### src/inc/burst_pkg.sv
package burst_pkg;

   // ----------------------------------------
   // Clock and carrier figures, mHz units
   // ----------------------------------------
   localparam logic [35:0] CLK_MHZ_UNITS   = 36'hBA43B7400;   // 50 MHz clock in mHz
   localparam logic [33:0] FREQ_MIN        = 34'h00000000A;   // 10 mHz
   localparam logic [33:0] FREQ_MAX_STD    = 34'h12A05F200;   // 5 MHz
   localparam logic [33:0] FREQ_MAX_TRI    = 34'h005F5E100;   // 100 kHz
   localparam logic [33:0] FREQ_STEP_BAND  = 34'h03B9ACA00;   // 1 MHz band
   localparam logic [33:0] FREQ_LOW_REGION = 34'h0000186A0;   // 100 Hz
   localparam logic [33:0] FREQ_DEFAULT    = 34'h0000F4240;   // 1 kHz
   localparam logic [2:0]  SECONDS_SHIFT   = 3'h1;            // count/500 s in mHz = count*2

   // ----------------------------------------
   // Burst count, phase and rate limits
   // ----------------------------------------
   localparam logic [15:0] COUNT_MIN       = 16'h0001;
   localparam logic [15:0] COUNT_MAX       = 16'hC350;        // 50000
   localparam logic [15:0] COUNT_DEFAULT   = 16'h0001;
   localparam logic [15:0] COUNT_FULL_BAND = 16'h0005;
   localparam logic signed [19:0] PHASE_MAX     = 20'sh57E40; // +360000 mdeg
   localparam logic signed [19:0] PHASE_MIN     = -20'sh57E40;
   localparam logic signed [19:0] PHASE_DEFAULT = 20'sh00000;
   localparam logic [25:0] RATE_MIN        = 26'h000000A;     // 10 mHz
   localparam logic [25:0] RATE_MAX        = 26'h2FAF080;     // 50 kHz
   localparam logic [25:0] RATE_DEFAULT    = 26'h00186A0;     // 100 Hz

   // ----------------------------------------
   // Selection codes
   // ----------------------------------------
   localparam logic [2:0] SHAPE_SINE     = 3'h0;
   localparam logic [2:0] SHAPE_SQUARE   = 3'h1;
   localparam logic [2:0] SHAPE_TRIANGLE = 3'h2;
   localparam logic [2:0] SHAPE_RAMP     = 3'h3;
   localparam logic [2:0] SHAPE_ARB      = 3'h4;
   localparam logic [1:0] TRIG_IMM       = 2'h0;
   localparam logic [1:0] TRIG_EXT       = 2'h1;
   localparam logic [1:0] TRIG_BUS       = 2'h2;
   localparam logic       ORIGIN_INT     = 1'b0;
   localparam logic       ORIGIN_EXT     = 1'b1;
   localparam logic       ENABLE_DEFAULT = 1'b1;
   localparam int         OPC_BIT        = 0;

   typedef enum logic [0:0] {ST_IDLE, ST_RUN} burst_state_t;

endpackage

### src/inc/trig_sync_if.sv
interface trig_sync_if;
   logic level;
   logic rise;
   modport src (output level, output rise);
   modport dst (input level, input rise);
endinterface

### src/design/trig_input_sync.sv
module trig_input_sync (
   input  wire logic  i_clk,
   input  wire logic  i_arst_n,
   input  wire logic  i_pin,
   trig_sync_if.src   sync
);

   logic s1;
   logic s2;
   logic s3;

   // ----------------------------------------
   // Three-stage synchroniser, agree filter
   // ----------------------------------------
   always_ff @(posedge i_clk or negedge i_arst_n) begin
      if (!i_arst_n) begin
         s1 <= 1'b0;
         s2 <= 1'b0;
         s3 <= 1'b0;
      end else begin
         s1 <= i_pin;
         s2 <= s1;
         s3 <= s2;
      end
   end

   always_ff @(posedge i_clk or negedge i_arst_n) begin
      if (!i_arst_n) begin
         sync.level <= 1'b0;
         sync.rise  <= 1'b0;
      end else begin
         sync.rise <= 1'b0;
         if (s2 == s3 && s3 != sync.level) begin
            sync.level <= s3;
            sync.rise  <= s3;
         end
      end
   end

endmodule

### src/design/burst_modulation_controller.sv
// What this block does
// RULE1: burst count 1 to 50000, default one
// RULE2: minimum count grows per megahertz band
// RULE3: too-high carrier lowered, remote conflict flagged
// RULE4: count over frequency at most 500 s
// RULE5: carrier held within 10 mHz to limit
// RULE6: start phase +-360 degrees, default zero
// RULE7: zero phase is rising crossing or sample
// RULE8: internal repeat rate 10 mHz to 50 kHz
// RULE9: rate used only for immediate triggering
// RULE10: too-fast rate gives back-to-back bursts
// RULE11: gate high gives continuous output, low rests
// RULE12: gated mode ignores count, rate, phase, source
// RULE13: origin defaults internal, internal disables gating
// RULE14: enabling burst turns other modulation off
// RULE15: each trigger gives exactly count cycles
// RULE16: trigger defaults immediate, setup forces immediate
// RULE17: one burst per external rising edge, waiting
// RULE18: one burst per bus trigger command
// RULE19: wait command holds until bursts finish; with immediate triggering the code holds for one cycle only
// RULE20: completion answers query or sets bit 0
// RULE21: report enable, origin and trigger codes
// RULE22: power-up in internally triggered burst
// RULE23: external input synchronised, rising edge detected
module burst_modulation_controller
   import burst_pkg::*;
(
   input  wire logic               I_CLK,
   input  wire logic               I_ARST_N,
   input  wire logic               I_CFG_WRITE,
   input  wire logic [15:0]        I_CYCLES_PER_BURST_SETTING,
   input  wire logic signed [19:0] I_START_PHASE_SETTING,
   input  wire logic [25:0]        I_INTERNAL_REPEAT_RATE_SETTING,
   input  wire logic               I_BURST_ORIGIN_SELECT,
   input  wire logic [1:0]         I_TRIGGER_ORIGIN_SELECT,
   input  wire logic               I_BURST_ENABLE_SETTING,
   input  wire logic               I_APPLY_STB,
   input  wire logic               I_FREQ_REQ_STB,
   input  wire logic [33:0]        I_FREQ_REQ,
   input  wire logic               I_FREQ_REQ_REMOTE,
   input  wire logic [2:0]         I_CARRIER_SHAPE,
   input  wire logic               I_CARRIER_WRAP,
   input  wire logic               I_EXT_TRIG,
   input  wire logic               I_BUS_TRIGGER,
   input  wire logic               I_WAI_STB,
   input  wire logic               I_OPC_QUERY_STB,
   input  wire logic               I_OPC_CMD_STB,
   input  wire logic               I_OPC_FLAG_CLEAR,
   output logic                    O_CARRIER_ON,
   output logic                    O_PHASE_LOAD,
   output logic signed [19:0]      O_START_PHASE,
   output logic                    O_PHASE_FROM_FIRST_SAMPLE,
   output logic [33:0]             O_CARRIER_FREQ,
   output logic                    O_SETTINGS_CONFLICT,
   output logic                    O_OTHER_MOD_OFF,
   output logic                    O_TRIG_WAIT,
   output logic                    O_BURST_DONE,
   output logic                    O_CMD_HOLD,
   output logic                    O_OPC_REPLY,
   output logic                    O_OPC_FLAG,
   output logic [15:0]             O_CYCLES_PER_BURST,
   output logic [25:0]             O_INTERNAL_REPEAT_RATE,
   output logic                    O_BURST_ENABLE,
   output logic                    O_BURST_ORIGIN,
   output logic [1:0]              O_TRIGGER_ORIGIN
);

   trig_sync_if  ext ();
   burst_state_t state;
   logic [15:0]  remaining;
   logic [35:0]  rate_acc;
   logic         rate_tick;
   logic         imm_pending;
   logic         trig_fire;
   logic         gated;
   logic         last_cycle;
   logic         wai_active;
   logic         opc_query_armed;
   logic         opc_cmd_armed;
   logic         ops_idle;
   logic [33:0]  lo_lim;
   logic [33:0]  hi_lim;
   logic [35:0]  next_rate_acc;

   // ----------------------------------------
   // Frequency limit functions
   // ----------------------------------------
   function automatic logic [33:0] freq_ceiling(input logic [2:0] shape, input logic [15:0] cnt);
      logic [33:0] band;
      band = FREQ_STEP_BAND * 34'(cnt);
      if (shape == SHAPE_TRIANGLE || shape == SHAPE_RAMP) begin
         freq_ceiling = FREQ_MAX_TRI;
      end else if (cnt >= COUNT_FULL_BAND) begin
         freq_ceiling = FREQ_MAX_STD;
      end else begin
         freq_ceiling = band;
      end
   endfunction

   function automatic logic [33:0] freq_floor(input logic [15:0] cnt);
      logic [33:0] by_count;
      by_count = 34'(cnt) << SECONDS_SHIFT;
      freq_floor = (by_count > FREQ_MIN) ? by_count : FREQ_MIN;
   endfunction

   assign lo_lim = freq_floor(O_CYCLES_PER_BURST);
   assign hi_lim = freq_ceiling(I_CARRIER_SHAPE, O_CYCLES_PER_BURST);

   // ----------------------------------------
   // External trigger and gate input
   // ----------------------------------------
   trig_input_sync u_sync (
      .i_clk    (I_CLK),
      .i_arst_n (I_ARST_N),
      .i_pin    (I_EXT_TRIG),
      .sync     (ext.src)
   );

   // ----------------------------------------
   // Settings
   // ----------------------------------------
   always_ff @(posedge I_CLK or negedge I_ARST_N) begin
      if (!I_ARST_N) begin
         O_CYCLES_PER_BURST     <= COUNT_DEFAULT;
         O_START_PHASE          <= PHASE_DEFAULT;
         O_INTERNAL_REPEAT_RATE <= RATE_DEFAULT;
         O_BURST_ORIGIN         <= ORIGIN_INT;       // see RULE13 RULE22
         O_BURST_ENABLE         <= ENABLE_DEFAULT;   // see RULE22
      end else if (I_CFG_WRITE) begin
         if (I_CYCLES_PER_BURST_SETTING < COUNT_MIN) begin
            O_CYCLES_PER_BURST <= COUNT_MIN;                  // see RULE1
         end else if (I_CYCLES_PER_BURST_SETTING > COUNT_MAX) begin
            O_CYCLES_PER_BURST <= COUNT_MAX;                  // see RULE1
         end else begin
            O_CYCLES_PER_BURST <= I_CYCLES_PER_BURST_SETTING;
         end
         if (I_START_PHASE_SETTING > PHASE_MAX) begin
            O_START_PHASE <= PHASE_MAX;                       // see RULE6
         end else if (I_START_PHASE_SETTING < PHASE_MIN) begin
            O_START_PHASE <= PHASE_MIN;                       // see RULE6
         end else begin
            O_START_PHASE <= I_START_PHASE_SETTING;
         end
         if (I_INTERNAL_REPEAT_RATE_SETTING < RATE_MIN) begin
            O_INTERNAL_REPEAT_RATE <= RATE_MIN;               // see RULE8
         end else if (I_INTERNAL_REPEAT_RATE_SETTING > RATE_MAX) begin
            O_INTERNAL_REPEAT_RATE <= RATE_MAX;               // see RULE8
         end else begin
            O_INTERNAL_REPEAT_RATE <= I_INTERNAL_REPEAT_RATE_SETTING;
         end
         O_BURST_ORIGIN <= I_BURST_ORIGIN_SELECT;             // see RULE13
         O_BURST_ENABLE <= I_BURST_ENABLE_SETTING;            // see RULE21
      end
   end

   // Setup command overrides a same-cycle write
   always_ff @(posedge I_CLK or negedge I_ARST_N) begin
      if (!I_ARST_N) begin
         O_TRIGGER_ORIGIN <= TRIG_IMM;                        // see RULE16
      end else if (I_APPLY_STB) begin
         O_TRIGGER_ORIGIN <= TRIG_IMM;                        // see RULE16
      end else if (I_CFG_WRITE && I_TRIGGER_ORIGIN_SELECT <= TRIG_BUS) begin
         O_TRIGGER_ORIGIN <= I_TRIGGER_ORIGIN_SELECT;
      end
   end

   always_ff @(posedge I_CLK or negedge I_ARST_N) begin
      if (!I_ARST_N) begin
         O_OTHER_MOD_OFF <= 1'b0;
      end else begin
         O_OTHER_MOD_OFF <= I_CFG_WRITE && I_BURST_ENABLE_SETTING && !O_BURST_ENABLE;  // see RULE14
      end
   end

   // ----------------------------------------
   // Carrier frequency clamp
   // ----------------------------------------
   always_ff @(posedge I_CLK or negedge I_ARST_N) begin
      if (!I_ARST_N) begin
         O_CARRIER_FREQ      <= FREQ_DEFAULT;
         O_SETTINGS_CONFLICT <= 1'b0;
      end else begin
         O_SETTINGS_CONFLICT <= 1'b0;
         if (I_FREQ_REQ_STB) begin
            if (I_FREQ_REQ > hi_lim) begin
               O_CARRIER_FREQ      <= hi_lim;                 // see RULE2 RULE3 RULE5
               O_SETTINGS_CONFLICT <= I_FREQ_REQ_REMOTE;      // see RULE3
            end else if (I_FREQ_REQ < FREQ_MIN) begin
               O_CARRIER_FREQ <= lo_lim;                      // see RULE5
            end else if (I_FREQ_REQ <= FREQ_LOW_REGION && I_FREQ_REQ < lo_lim) begin
               O_CARRIER_FREQ      <= lo_lim;                 // see RULE4
               O_SETTINGS_CONFLICT <= I_FREQ_REQ_REMOTE;      // see RULE4
            end else begin
               O_CARRIER_FREQ <= I_FREQ_REQ;
            end
         end
      end
   end

   // ----------------------------------------
   // Internal repeat timer
   // ----------------------------------------
   assign next_rate_acc = rate_acc + 36'(O_INTERNAL_REPEAT_RATE);

   always_ff @(posedge I_CLK or negedge I_ARST_N) begin
      if (!I_ARST_N) begin
         rate_acc  <= '0;
         rate_tick <= 1'b0;
      end else if (next_rate_acc >= CLK_MHZ_UNITS) begin
         rate_acc  <= next_rate_acc - CLK_MHZ_UNITS;          // see RULE8
         rate_tick <= 1'b1;
      end else begin
         rate_acc  <= next_rate_acc;
         rate_tick <= 1'b0;
      end
   end

   // ----------------------------------------
   // Trigger selection
   // ----------------------------------------
   assign gated = O_BURST_ENABLE && (O_BURST_ORIGIN == ORIGIN_EXT);    // see RULE12
   assign last_cycle = (state == ST_RUN) && I_CARRIER_WRAP && (remaining == COUNT_MIN);

   // Ticks during a burst are kept, so a fast rate repeats back to back
   always_ff @(posedge I_CLK or negedge I_ARST_N) begin
      if (!I_ARST_N) begin
         imm_pending <= 1'b0;
      end else if (!O_BURST_ENABLE || gated || O_TRIGGER_ORIGIN != TRIG_IMM) begin
         imm_pending <= 1'b0;                                 // see RULE9
      end else if (rate_tick) begin
         imm_pending <= 1'b1;                                 // see RULE10
      end else if (trig_fire) begin
         imm_pending <= 1'b0;
      end
   end

   always_comb begin
      trig_fire = 1'b0;
      if (O_BURST_ENABLE && !gated && (state == ST_IDLE || last_cycle)) begin
         case (O_TRIGGER_ORIGIN)
            TRIG_IMM: trig_fire = imm_pending;                // see RULE10
            TRIG_EXT: trig_fire = ext.rise;                   // see RULE17 RULE23
            TRIG_BUS: trig_fire = I_BUS_TRIGGER;              // see RULE18
            default:  trig_fire = 1'b0;
         endcase
      end
   end

   // ----------------------------------------
   // Burst sequencer
   // ----------------------------------------
   always_ff @(posedge I_CLK or negedge I_ARST_N) begin
      if (!I_ARST_N) begin
         state        <= ST_IDLE;
         remaining    <= COUNT_DEFAULT;
         O_PHASE_LOAD <= 1'b0;
         O_BURST_DONE <= 1'b0;
      end else begin
         O_PHASE_LOAD <= 1'b0;
         O_BURST_DONE <= 1'b0;
         case (state)
            ST_IDLE: begin
               if (trig_fire) begin
                  state        <= ST_RUN;
                  remaining    <= O_CYCLES_PER_BURST;
                  O_PHASE_LOAD <= 1'b1;                       // see RULE6
               end
            end
            ST_RUN: begin
               if (!O_BURST_ENABLE || gated) begin
                  state <= ST_IDLE;
               end else if (last_cycle) begin
                  O_BURST_DONE <= 1'b1;                       // see RULE15
                  if (trig_fire) begin
                     remaining    <= O_CYCLES_PER_BURST;
                     O_PHASE_LOAD <= 1'b1;
                  end else begin
                     state <= ST_IDLE;
                  end
               end else if (I_CARRIER_WRAP) begin
                  remaining <= remaining - COUNT_MIN;         // see RULE15
               end
            end
            default: state <= ST_IDLE;
         endcase
      end
   end

   // ----------------------------------------
   // Output gating and indications
   // ----------------------------------------
   always_ff @(posedge I_CLK or negedge I_ARST_N) begin
      if (!I_ARST_N) begin
         O_CARRIER_ON              <= 1'b0;
         O_TRIG_WAIT               <= 1'b0;
         O_PHASE_FROM_FIRST_SAMPLE <= 1'b0;
      end else begin
         if (!O_BURST_ENABLE) begin
            O_CARRIER_ON <= 1'b1;
         end else if (gated) begin
            O_CARRIER_ON <= ext.level;                        // see RULE11
         end else begin
            O_CARRIER_ON <= trig_fire || (state == ST_RUN && !last_cycle);  // see RULE15
         end
         O_TRIG_WAIT <= O_BURST_ENABLE && !gated && O_TRIGGER_ORIGIN == TRIG_EXT
                        && state == ST_IDLE && !trig_fire;    // see RULE17
         O_PHASE_FROM_FIRST_SAMPLE <= (I_CARRIER_SHAPE == SHAPE_ARB);  // see RULE7
      end
   end

   // ----------------------------------------
   // Command synchronisation
   // ----------------------------------------
   assign ops_idle = (state == ST_IDLE) && !trig_fire && !imm_pending;

   always_ff @(posedge I_CLK or negedge I_ARST_N) begin
      if (!I_ARST_N) begin
         wai_active <= 1'b0;
         O_CMD_HOLD <= 1'b0;
      end else begin
         if (I_WAI_STB) begin
            wai_active <= 1'b1;                               // see RULE19
         end else if (ops_idle || O_TRIGGER_ORIGIN == TRIG_IMM) begin
            wai_active <= 1'b0;
         end
         O_CMD_HOLD <= I_WAI_STB || (wai_active && !(ops_idle || O_TRIGGER_ORIGIN == TRIG_IMM));
      end
   end

   always_ff @(posedge I_CLK or negedge I_ARST_N) begin
      if (!I_ARST_N) begin
         opc_query_armed <= 1'b0;
         opc_cmd_armed   <= 1'b0;
         O_OPC_REPLY     <= 1'b0;
         O_OPC_FLAG      <= 1'b0;
      end else begin
         O_OPC_REPLY <= opc_query_armed && ops_idle;          // see RULE20
         if (I_OPC_QUERY_STB) begin
            opc_query_armed <= 1'b1;
         end else if (ops_idle) begin
            opc_query_armed <= 1'b0;
         end
         if (I_OPC_CMD_STB) begin
            opc_cmd_armed <= 1'b1;
         end else if (ops_idle) begin
            opc_cmd_armed <= 1'b0;
         end
         if (opc_cmd_armed && ops_idle) begin
            O_OPC_FLAG <= 1'b1;                               // see RULE20
         end else if (I_OPC_FLAG_CLEAR) begin
            O_OPC_FLAG <= 1'b0;
         end
      end
   end
endmodule

### config.mk
export PLATFORM = sky130hd
export DESIGN_NAME = burst_modulation_controller
export DESIGN_NICKNAME = d
export VERILOG_FILES = /design/src/inc/burst_pkg.sv /design/src/inc/trig_sync_if.sv /design/src/design/trig_input_sync.sv /design/src/design/burst_modulation_controller.sv
export SDC_FILE = /design/constraint.sdc
export NUM_CORES = 1
export LEC_CHECK = 0
export BUFFER_PORTS_ARGS = -buffer_cell sky130_fd_sc_hd__clkbuf_2
export CAP_MARGIN = 20
export CORE_UTILIZATION = 45
export CTS_CLUSTER_DIAMETER = 120
export DETAILED_ROUTE_END_ITERATION = 8
export PLACE_DENSITY = 0.66
export SLEW_MARGIN = 10
export SYNTH_ARGS = -nofsm -noshare
export SYNTH_HDL_FRONTEND = slang
export SYNTH_SLANG_ARGS = --single-unit
### constraint.sdc
create_clock -name I_CLK -period 23.7 [get_ports I_CLK]
set_clock_uncertainty 0.05 [all_clocks]
set_input_delay 1.185 -clock I_CLK [delete_from_list [all_inputs] [get_ports I_CLK]]
set_output_delay 1.185 -clock I_CLK [all_outputs]
set_load 0.005 [all_outputs]
==> impl_metrics.csv, run 1 <==
group,metric,value,unit
worst_setup_path,worst_path_largest_cell_delay,0.72,ns
sta,final_max_slew_viol_count,0,
floorplanning,start_util,0.4567,
power,powerDensity,178.6,mW/mm^2
worst_setup_path,r2r_cells,31,
drt,vias,14280,
grt,grt_max_degree,79,
synth,netlist_instances,1838,
synth,netlist_area,0.01624,sq mm
final_layout,finish.instance_area,0.01837,sq mm
grt,antenna_found_initial,2,
grt,track_usage,0.2718,
worst_setup_path,reg2reg_slack,14.49,ns
clocking,clock_path_buffers,2,
worst_setup_path,crit_type,"register to register",
synth,synth-simple-area-share,0.1684,
synth,synth_compound_gate_area_share,0.1869,
final_layout,fill_cells,3381,
synth,synth_area_leaders,"dfrtp_1 24%, ha_1 14%, fa_1 11%",
clocking,cts_hold_buf,0,
synth,yosys-mux-area-fraction,0.008550,
worst_hold_path,hold_start,"u_sync.s1$_DFF_PN0_",
placement,numPortBuffers,225,
job,cap_violations,0,
final_layout,drive_gt1_frac,0.1641,
clocking,cts_tree,"built",
worst_setup_path,r2r-start,"O_CYCLES_PER_BURST[5]$_DFFE_PN0P_",
clocking,cts_resized,0,
synth,synth_edf_count,0,
drt,wl_per_cell,19.45,microns
worst_hold_path,min_path_cells,0,
worst_setup_path,critPathMaxFanout,15,
worst_setup_path,crit_path_start_kind,"register",
drt,drc,0,
worst_hold_path,hp-class,"register to register",
power,power,0.003280,W
placement,place_ws,14.56,ns
synth,synth_ff_type,"dfrtp_1",
worst_setup_path,crit_required,23.99,ns
clocking,clkTransAtPathRegs,0.09,ns
power,ir_worst_vdd,0.0001857,V
power,leakage,8.695,nW
sta,setup_ws,14.49,ns
clocking,cts_made_buffers,17,
drt,routed_wirelength,48.74,mm
synth,synth-seq-area-share,0.2677,
sta,setup_viol,0,
synth,syn_nets,2225,
floorplanning,die_y,192.0,microns
worst_setup_path,regToRegEndpoint,"O_CARRIER_FREQ[25]$_DFFE_PN0P_",
floorplanning,die-area,0.03686,sq mm
drt,drtPass1Iterations,5,
placement,dpl_cell_area,0.01777,sq mm
floorplanning,die_w,192.0,microns
worst_setup_path,critPathSlowestCell,"mux2i_1",
synth,synth_xor_area_frac,0.04413,
floorplanning,core_area,0.03557,sq mm
grt,grt-ovfl-total,0,
clocking,insertion_delay,0.47,ns
clocking,post-cts-setup-buffer-count,0,
floorplanning,pin_count,226,
placement,dp.cells,2471,
sta,hold_viol_final,0,
grt,grt_pass1_vias,14185,
sta,min_period,9.208,ns
clocking,cts_num_sinks,173,
final_layout,nets,2416,
drt,drt_iter0_markers,963,
sta,worst_slew_pin_slew,1.077,ns
synth,ys_warn_count,0,
placement,gp_congestion,0.9536,
placement,hpwl,39.11,mm
sta,final.setup.tns,0,ns
sta,rsz0062_at_grt,"no",
clocking,clockRootBuffer,"clkbuf_16",
grt,grt_pass1_wl,76.77,mm
sta,period_share,0.3885,
synth,yosys.area.top_type,"dfrtp_1",
sta,relSlewSlack,0.2791,
synth,synth_top_area_frac,0.2419,
worst_setup_path,endpoint_kind,"register",
run_status,status,"complete, no violations",
worst_setup_path,cp.arrival,9.50,ns
synth,ys_ff_latch,173,
synth,syn_area_per_cell,8.838,sq um
drt,antenna_left,0,
clocking,htreeDepth,4,
synth,synth_top_family_by_area,"adder cells",
floorplanning,rows,69,
final_layout,fin_cells,2506,
worst_hold_path,holdPathEnd,"u_sync.s2$_DFF_PN0_",
synth,synth_cell_types,95,
sta,max_freq,0.1086,GHz
synth,synthArstFlopShare,1.000,
final_layout,syn2layout_area_growth,13.06,%
drt,vias_per_cell,5.698,
synth,synthAdderAreaFrac,0.2523,
[sequential cells by signal (all words and copies together) (netlist names), 2 cells and up]
register	cells
O_TRIGGER_ORIGIN	2
O_START_PHASE	20
O_INTERNAL_REPEAT_RATE	26
O_CARRIER_FREQ	34
O_CYCLES_PER_BURST	16
remaining	16
rate_acc	36
[worst max-delay path by stage]
stage,start,endpoint,slack (ns)
floorplan,O_CYCLES_PER_BURST[5]$_DFFE_PN0P_,O_CARRIER_FREQ[22]$_DFFE_PN0P_,15.89
global placement,O_CYCLES_PER_BURST[5]$_DFFE_PN0P_,O_CARRIER_FREQ[23]$_DFFE_PN0P_,14.86
detailed placement,O_CYCLES_PER_BURST[5]$_DFFE_PN0P_,O_CARRIER_FREQ[28]$_DFFE_PN0P_,14.56
CTS,O_CYCLES_PER_BURST[5]$_DFFE_PN0P_,O_CARRIER_FREQ[22]$_DFFE_PN0P_,14.52
global route,O_CYCLES_PER_BURST[5]$_DFFE_PN0P_,O_CARRIER_FREQ[25]$_DFFE_PN0P_,13.88
finish,O_CYCLES_PER_BURST[5]$_DFFE_PN0P_,O_CARRIER_FREQ[25]$_DFFE_PN0P_,14.49
[cell usage after synthesis (7+ instances only)]
cell / n
nor4_1: 19
o21a_1: 15
o31ai_1: 7
xnor2_1: 54
o21ai_0: 99
and3_1: 9
nand2_1: 143
nand2b_1: 16
o22ai_1: 25
nor3_2: 8
o311ai_0: 9
nor2_1: 151
nand4_1: 24
dfrtp_1: 157
nand3_1: 29
o21bai_1: 10
nor2b_1: 20
xor2_1: 26
o221ai_1: 9
o2111ai_1: 8
a221o_1: 14
o21ai_1: 8
or3_1: 18
clkbuf_1: 51
a22o_1: 8
dfstp_2: 16
a31o_2: 8
a211oi_1: 10
a221oi_1: 7
a21oi_1: 113
a21o_1: 30
and2_1: 22
ha_1: 178
inv_1: 242
mux2_2: 7
or4_1: 7
a31oi_1: 14
fa_1: 93
nor3_1: 37
[per-stage QoR]
stage,utilization,hold slack [ns]
3_3_place_gp,0.4995,0.2835
5_1_grt,0.5161,0.3123
3_5_place_dp,0.4995,0.2925
6_report,0.5164,0.3050
4_1_cts,0.5161,0.3089
2_1_floorplan,-,0.2812
[logic make-up (layout without fill, tap and decap cells)]
kind of cell | Yosys count | count (layout)
mux | 13 | 13
buf+inv | 305 | 509
xor+xnor | 81 | 81
simple gates | 543 | 543
fa+ha+maj | 272 | 272
other cells | 0 | 3
flops | 173 | 173
compound gates | 451 | 451
[routing by layer]
layer / vias to the layer above / track usage / share of wire
li1: 6799 / - / -
met1: 6903 / 0.3542 / 0.43
met2: 502 / 0.4577 / 0.48
met3: 76 / 0.04257 / 0.062
met4: 0 / 0.09267 / 0.025
met5: - / 0 / 0
[power breakdown]
group,internal [W],total (W),switching (W)
clock network,0.000158,0.000294,0.000135
registers,0.000392,0.000464,0.0000726
logic,0.00102,0.00252,0.00150
[cells in the final DEF, fill, tap and decap left out, types with 8 or more instances in the layout]
cell,n
nor2_1,151
o21ai_0,99
and3_1,9
a21o_1,30
xor2_1,26
o311ai_0,9
o22ai_1,25
o21bai_1,10
dfstp_2,16
and2_1,22
a22o_1,8
or3_1,18
nor3_2,8
a221o_1,14
nand4_1,24
nand3_1,29
clkbuf_2,224
a21oi_1,113
ha_1,178
buf_4,8
fa_1,93
inv_1,242
nor4_1,19
o221ai_1,9
o2111ai_1,8
nor3_1,37
clkbuf_16,17
a31oi_1,14
a31o_2,8
a211oi_1,10
nand2b_1,16
o21a_1,15
nand2_1,143
xnor2_1,54
dfrtp_1,157
nor2b_1,20
[area by class of cell]
class / instances / area [sq um] / share of cell area
Multi-Input combinational cell: 1360 / 10730 / 0.5842
Sequential cell: 173 / 4349 / 0.2368
Timing Repair Buffer: 233 / 1195 / 0.06506
Inverter: 244 / 915.9 / 0.04987
Tap cell: 461 / 576.8 / 0.03141
Clock buffer: 19 / 432.9 / 0.02357
Clock inverter: 13 / 158.9 / 0.008652
Antenna cell: 3 / 7.507 / 0.0004087
[critical path, delay by kind of cell, from the launching register on]
| kind | cells | cell delay [ns] |
|---|---|---|
| fa+ha+maj | 8 | 3.54 |
| compound gates | 11 | 2.25 |
| simple gates | 6 | 1.44 |
| mux | 1 | 0.72 |
| flops | 1 | 0.59 |
| buf+inv | 4 | 0.39 |
| xor+xnor | 1 | 0.09 |
No activity file was read; power rests on OpenSTA's default activity.
==> run 2: changes to the inputs <==
Settings changed: ABC_AREA from default to 1.
Clock period 23.7 ns to 9.1 ns, I/O delays scaled along.
==> run 2 against run 1 <==
Compared with the run above:
- the flow now finishes with violations (hold timing)
- worst setup slack got worse by 14 ns
- largest power group unchanged
- fmax grew 11%
- critical path type unchanged
- critical path depth stayed put
- critical endpoint is now O_CARRIER_FREQ[24]$_DFFE_PN0P_
- flip-flop and latch count unchanged
- utilization barely moved
- design area increased by 8.9%
- highest routed layer unchanged
- combinational power grew to 2.6 times the previous value
- count of clock-buffer cells in the layout shrank 1
- synthesized area increased by 9.1%
==> impl_metrics.csv, run 2 <==
group,metric,value,unit
floorplanning,pin_count,226,
final_layout,final_cell_mix,"707 x nand2_1, 452 x inv_1, 224 x clkbuf_2, 178 x ha_1, 160 x nor2_1",
grt,track_usage,0.2993,
run_status,status,"complete, but fails checks",
worst_setup_path,cp.arrival,8.57,ns
final_layout,drive_gt1_frac,0.1339,
grt,grt_max_degree,111,
worst_setup_path,r2r-start,"O_CYCLES_PER_BURST[5]$_DFFE_PN0P_",
synth,synthArstFlopShare,1.000,
sta,setup_viol,0,
power,powerDensity,430.4,mW/mm^2
clocking,cts_resized,0,
drt,drc,0,
placement,numPortBuffers,225,
drt,drtPass1Iterations,6,
synth,yosys.area.top_type,"dfrtp_1",
floorplanning,die_w,200.4,microns
final_layout,layout_commonest_cell,"nand2_1",
synth,synthTopCellsByCount,"707 x nand2_1, 452 x inv_1, 178 x ha_1, 160 x nor2_1, 157 x dfrtp_1",
synth,synth-seq-area-share,0.2455,
floorplanning,start_util,0.4574,
worst_setup_path,critPathMaxFanout,15,
clocking,post-cts-setup-buffer-count,0,
final_layout,largest_register_ffs,36,
synth,synth_edf_count,0,
sta,rsz0062_at_grt,"no",
drt,vias_per_cell,5.340,
power,leakage,10.86,nW
power,power,0.008611,W
worst_setup_path,reg2reg_slack,0.80,ns
floorplanning,core_area,0.03874,sq mm
worst_setup_path,worst_path_largest_cell_delay,0.66,ns
sta,relSlewSlack,0.2803,
clocking,clkTransAtPathRegs,0.08,ns
placement,dpl_cell_area,0.01939,sq mm
placement,place_ws,0.8072,ns
synth,syn_nets,2885,
drt,antenna_left,0,
worst_setup_path,worst_path_most_repeated_cell,"inv_1",
final_layout,syn2layout_area_growth,12.92,%
synth,netlist_area,0.01772,sq mm
worst_setup_path,crit_required,9.37,ns
synth,synth_area_leaders,"dfrtp_1 22%, nand2_1 15%, ha_1 13%",
job,cap_violations,0,
synth,ys_ff_latch,173,
power,ir_worst_vdd,0.0003308,V
sta,final_max_slew_viol_count,0,
grt,grt_pass1_vias,17273,
sta,setup_ws,0.8033,ns
placement,gp_congestion,0.9917,
final_layout,nets,3099,
final_layout,biggestRegsByFlops,"rate_acc: 36 flops, O_CARRIER_FREQ: 34 flops, O_INTERNAL_REPEAT_RATE: 26 flops",
synth,syn_area_per_cell,7.093,sq um
synth,yosysMostFrequentCell,"nand2_1",
worst_setup_path,regToRegEndpoint,"O_CARRIER_FREQ[24]$_DFFE_PN0P_",
clocking,htreeDepth,4,
worst_setup_path,r2r_cells,31,
drt,routed_wirelength,59.19,mm
sta,max_freq,0.1205,GHz
sta,final.setup.tns,0,ns
sta,whs,-0.02899,ns
clocking,clockRootBuffer,"clkbuf_16",
grt,antenna_found_initial,0,
grt,grt_pass1_wl,93.86,mm
floorplanning,die-area,0.04017,sq mm
drt,wl_per_cell,18.25,microns
worst_setup_path,critPathSlowestCell,"dfrtp_1",
synth,ys_warn_count,0,
clocking,cts_tree,"built",
worst_setup_path,crit_start,"O_CYCLES_PER_BURST[5]$_DFFE_PN0P_",
floorplanning,rows,72,
worst_setup_path,crit_type,"register to register",
synth,synth_ff_type,"dfrtp_1",
clocking,cts_num_sinks,173,
sta,min_period,8.297,ns
synth,synth_top_area_frac,0.2217,
floorplanning,die_y,200.4,microns
synth,synth_cell_types,59,
synth,netlist_instances,2498,
clocking,clock_path_buffers,2,
worst_setup_path,endpoint_kind,"register",
clocking,cts_hold_buf,0,
clocking,cts_made_buffers,17,
worst_setup_path,crit_path_start_kind,"register",
final_layout,diodes,0,
final_layout,largest_register,"rate_acc",
grt,grt-ovfl-total,0,
final_layout,final_util,0.5165,
sta,worst_slew_pin_slew,1.079,ns
final_layout,finish.instance_area,0.02001,sq mm
clocking,insertion_delay,0.47,ns
sta,period_share,0.9117,
sta,hold_viol_final,12,
worst_hold_path,hp-class,"input pin to asynchronous set/reset pin",
run_status,violations,"hold timing",
placement,hpwl,48.56,mm
drt,drt_iter0_markers,1246,
drt,vias,17316,
## run 2: kinds of logic (layout without fill, tap and decap cells)
| logic type | Yosys count | after routing | share of synthesized area |
|---|---|---|---|
| flip-flops | 173 | 173 | 0.2455 |
| buffers and inverters | 514 | 741 | 0.1105 |
| adder cells (fa/ha/maj) | 271 | 271 | 0.2308 |
| XOR/XNOR | 37 | 37 | 0.01829 |
| AND/OR/NAND/NOR | 1195 | 1195 | 0.2950 |
| AO/OA/AOI/OAI | 308 | 308 | 0.09999 |
## run 2: layout make-up
| class | instances | area, sq um |
|---|---|---|
| Clock inverter | 14 | 173.9 |
| Sequential cell | 173 | 4349 |
| Tap cell | 518 | 648.1 |
| Multi-Input combinational cell | 1811 | 11420 |
| Fill cell | 3930 | 18730 |
| Inverter | 477 | 1790 |
| Timing Repair Buffer | 232 | 1187 |
| Clock buffer | 18 | 439.2 |
## run 2: worst max path at each step
| stage | slack [ns] | to | cells after the start |
|---|---|---|---|
| 6_report | 0.80 | O_CARRIER_FREQ[24]$_DFFE_PN0P_ | 31 |
| 5_1_grt | 0.09 | O_CARRIER_FREQ[24]$_DFFE_PN0P_ | 31 |
| 4_1_cts | 0.80 | O_CARRIER_FREQ[24]$_DFFE_PN0P_ | 31 |
| 3_5_place_dp | 0.81 | O_CARRIER_FREQ[24]$_DFFE_PN0P_ | 31 |
| 3_3_place_gp | 0.99 | O_CARRIER_FREQ[29]$_DFFE_PN0P_ | 30 |
| 2_1_floorplan | 2.25 | O_CARRIER_FREQ[20]$_DFFE_PN0P_ | 32 |
## run 2: per-stage QoR
step	hold slack, ns	std cells
after floorplan	0.1094	2498
after global placement	0.2880	3211
after detailed placement	0.2911	3211
after CTS	0.02198	3243
after global routing	0.02261	3243
final	-0.02899	3243
## run 2: metal layers
layer | vias up | track usage | share of wire | routed length, microns
li1 | 8433 | - | - | -
met1 | 8228 | 0.3779 | 0.44 | 25800
met2 | 560 | 0.5156 | 0.48 | 28390
met3 | 95 | 0.04075 | 0.046 | 2708
met4 | 0 | 0.1216 | 0.039 | 2289
met5 | - | 0 | 0 | 0
## run 2: report_power, final
part,switching (W),total (W),internal [W]
Sequential,0.000180,0.00119,0.00101
Clock,0.000377,0.000777,0.000401
Combinational,0.00435,0.00664,0.00229
## run 2: critical path: cells and delay by family (launching register included)
family | cells | cell delay, ns
buffers and inverters | 6 | 0.76
adder cells (fa/ha/maj) | 8 | 3.59
AO/OA/AOI/OAI | 11 | 1.83
flip-flops | 1 | 0.66
AND/OR/NAND/NOR | 6 | 1.29
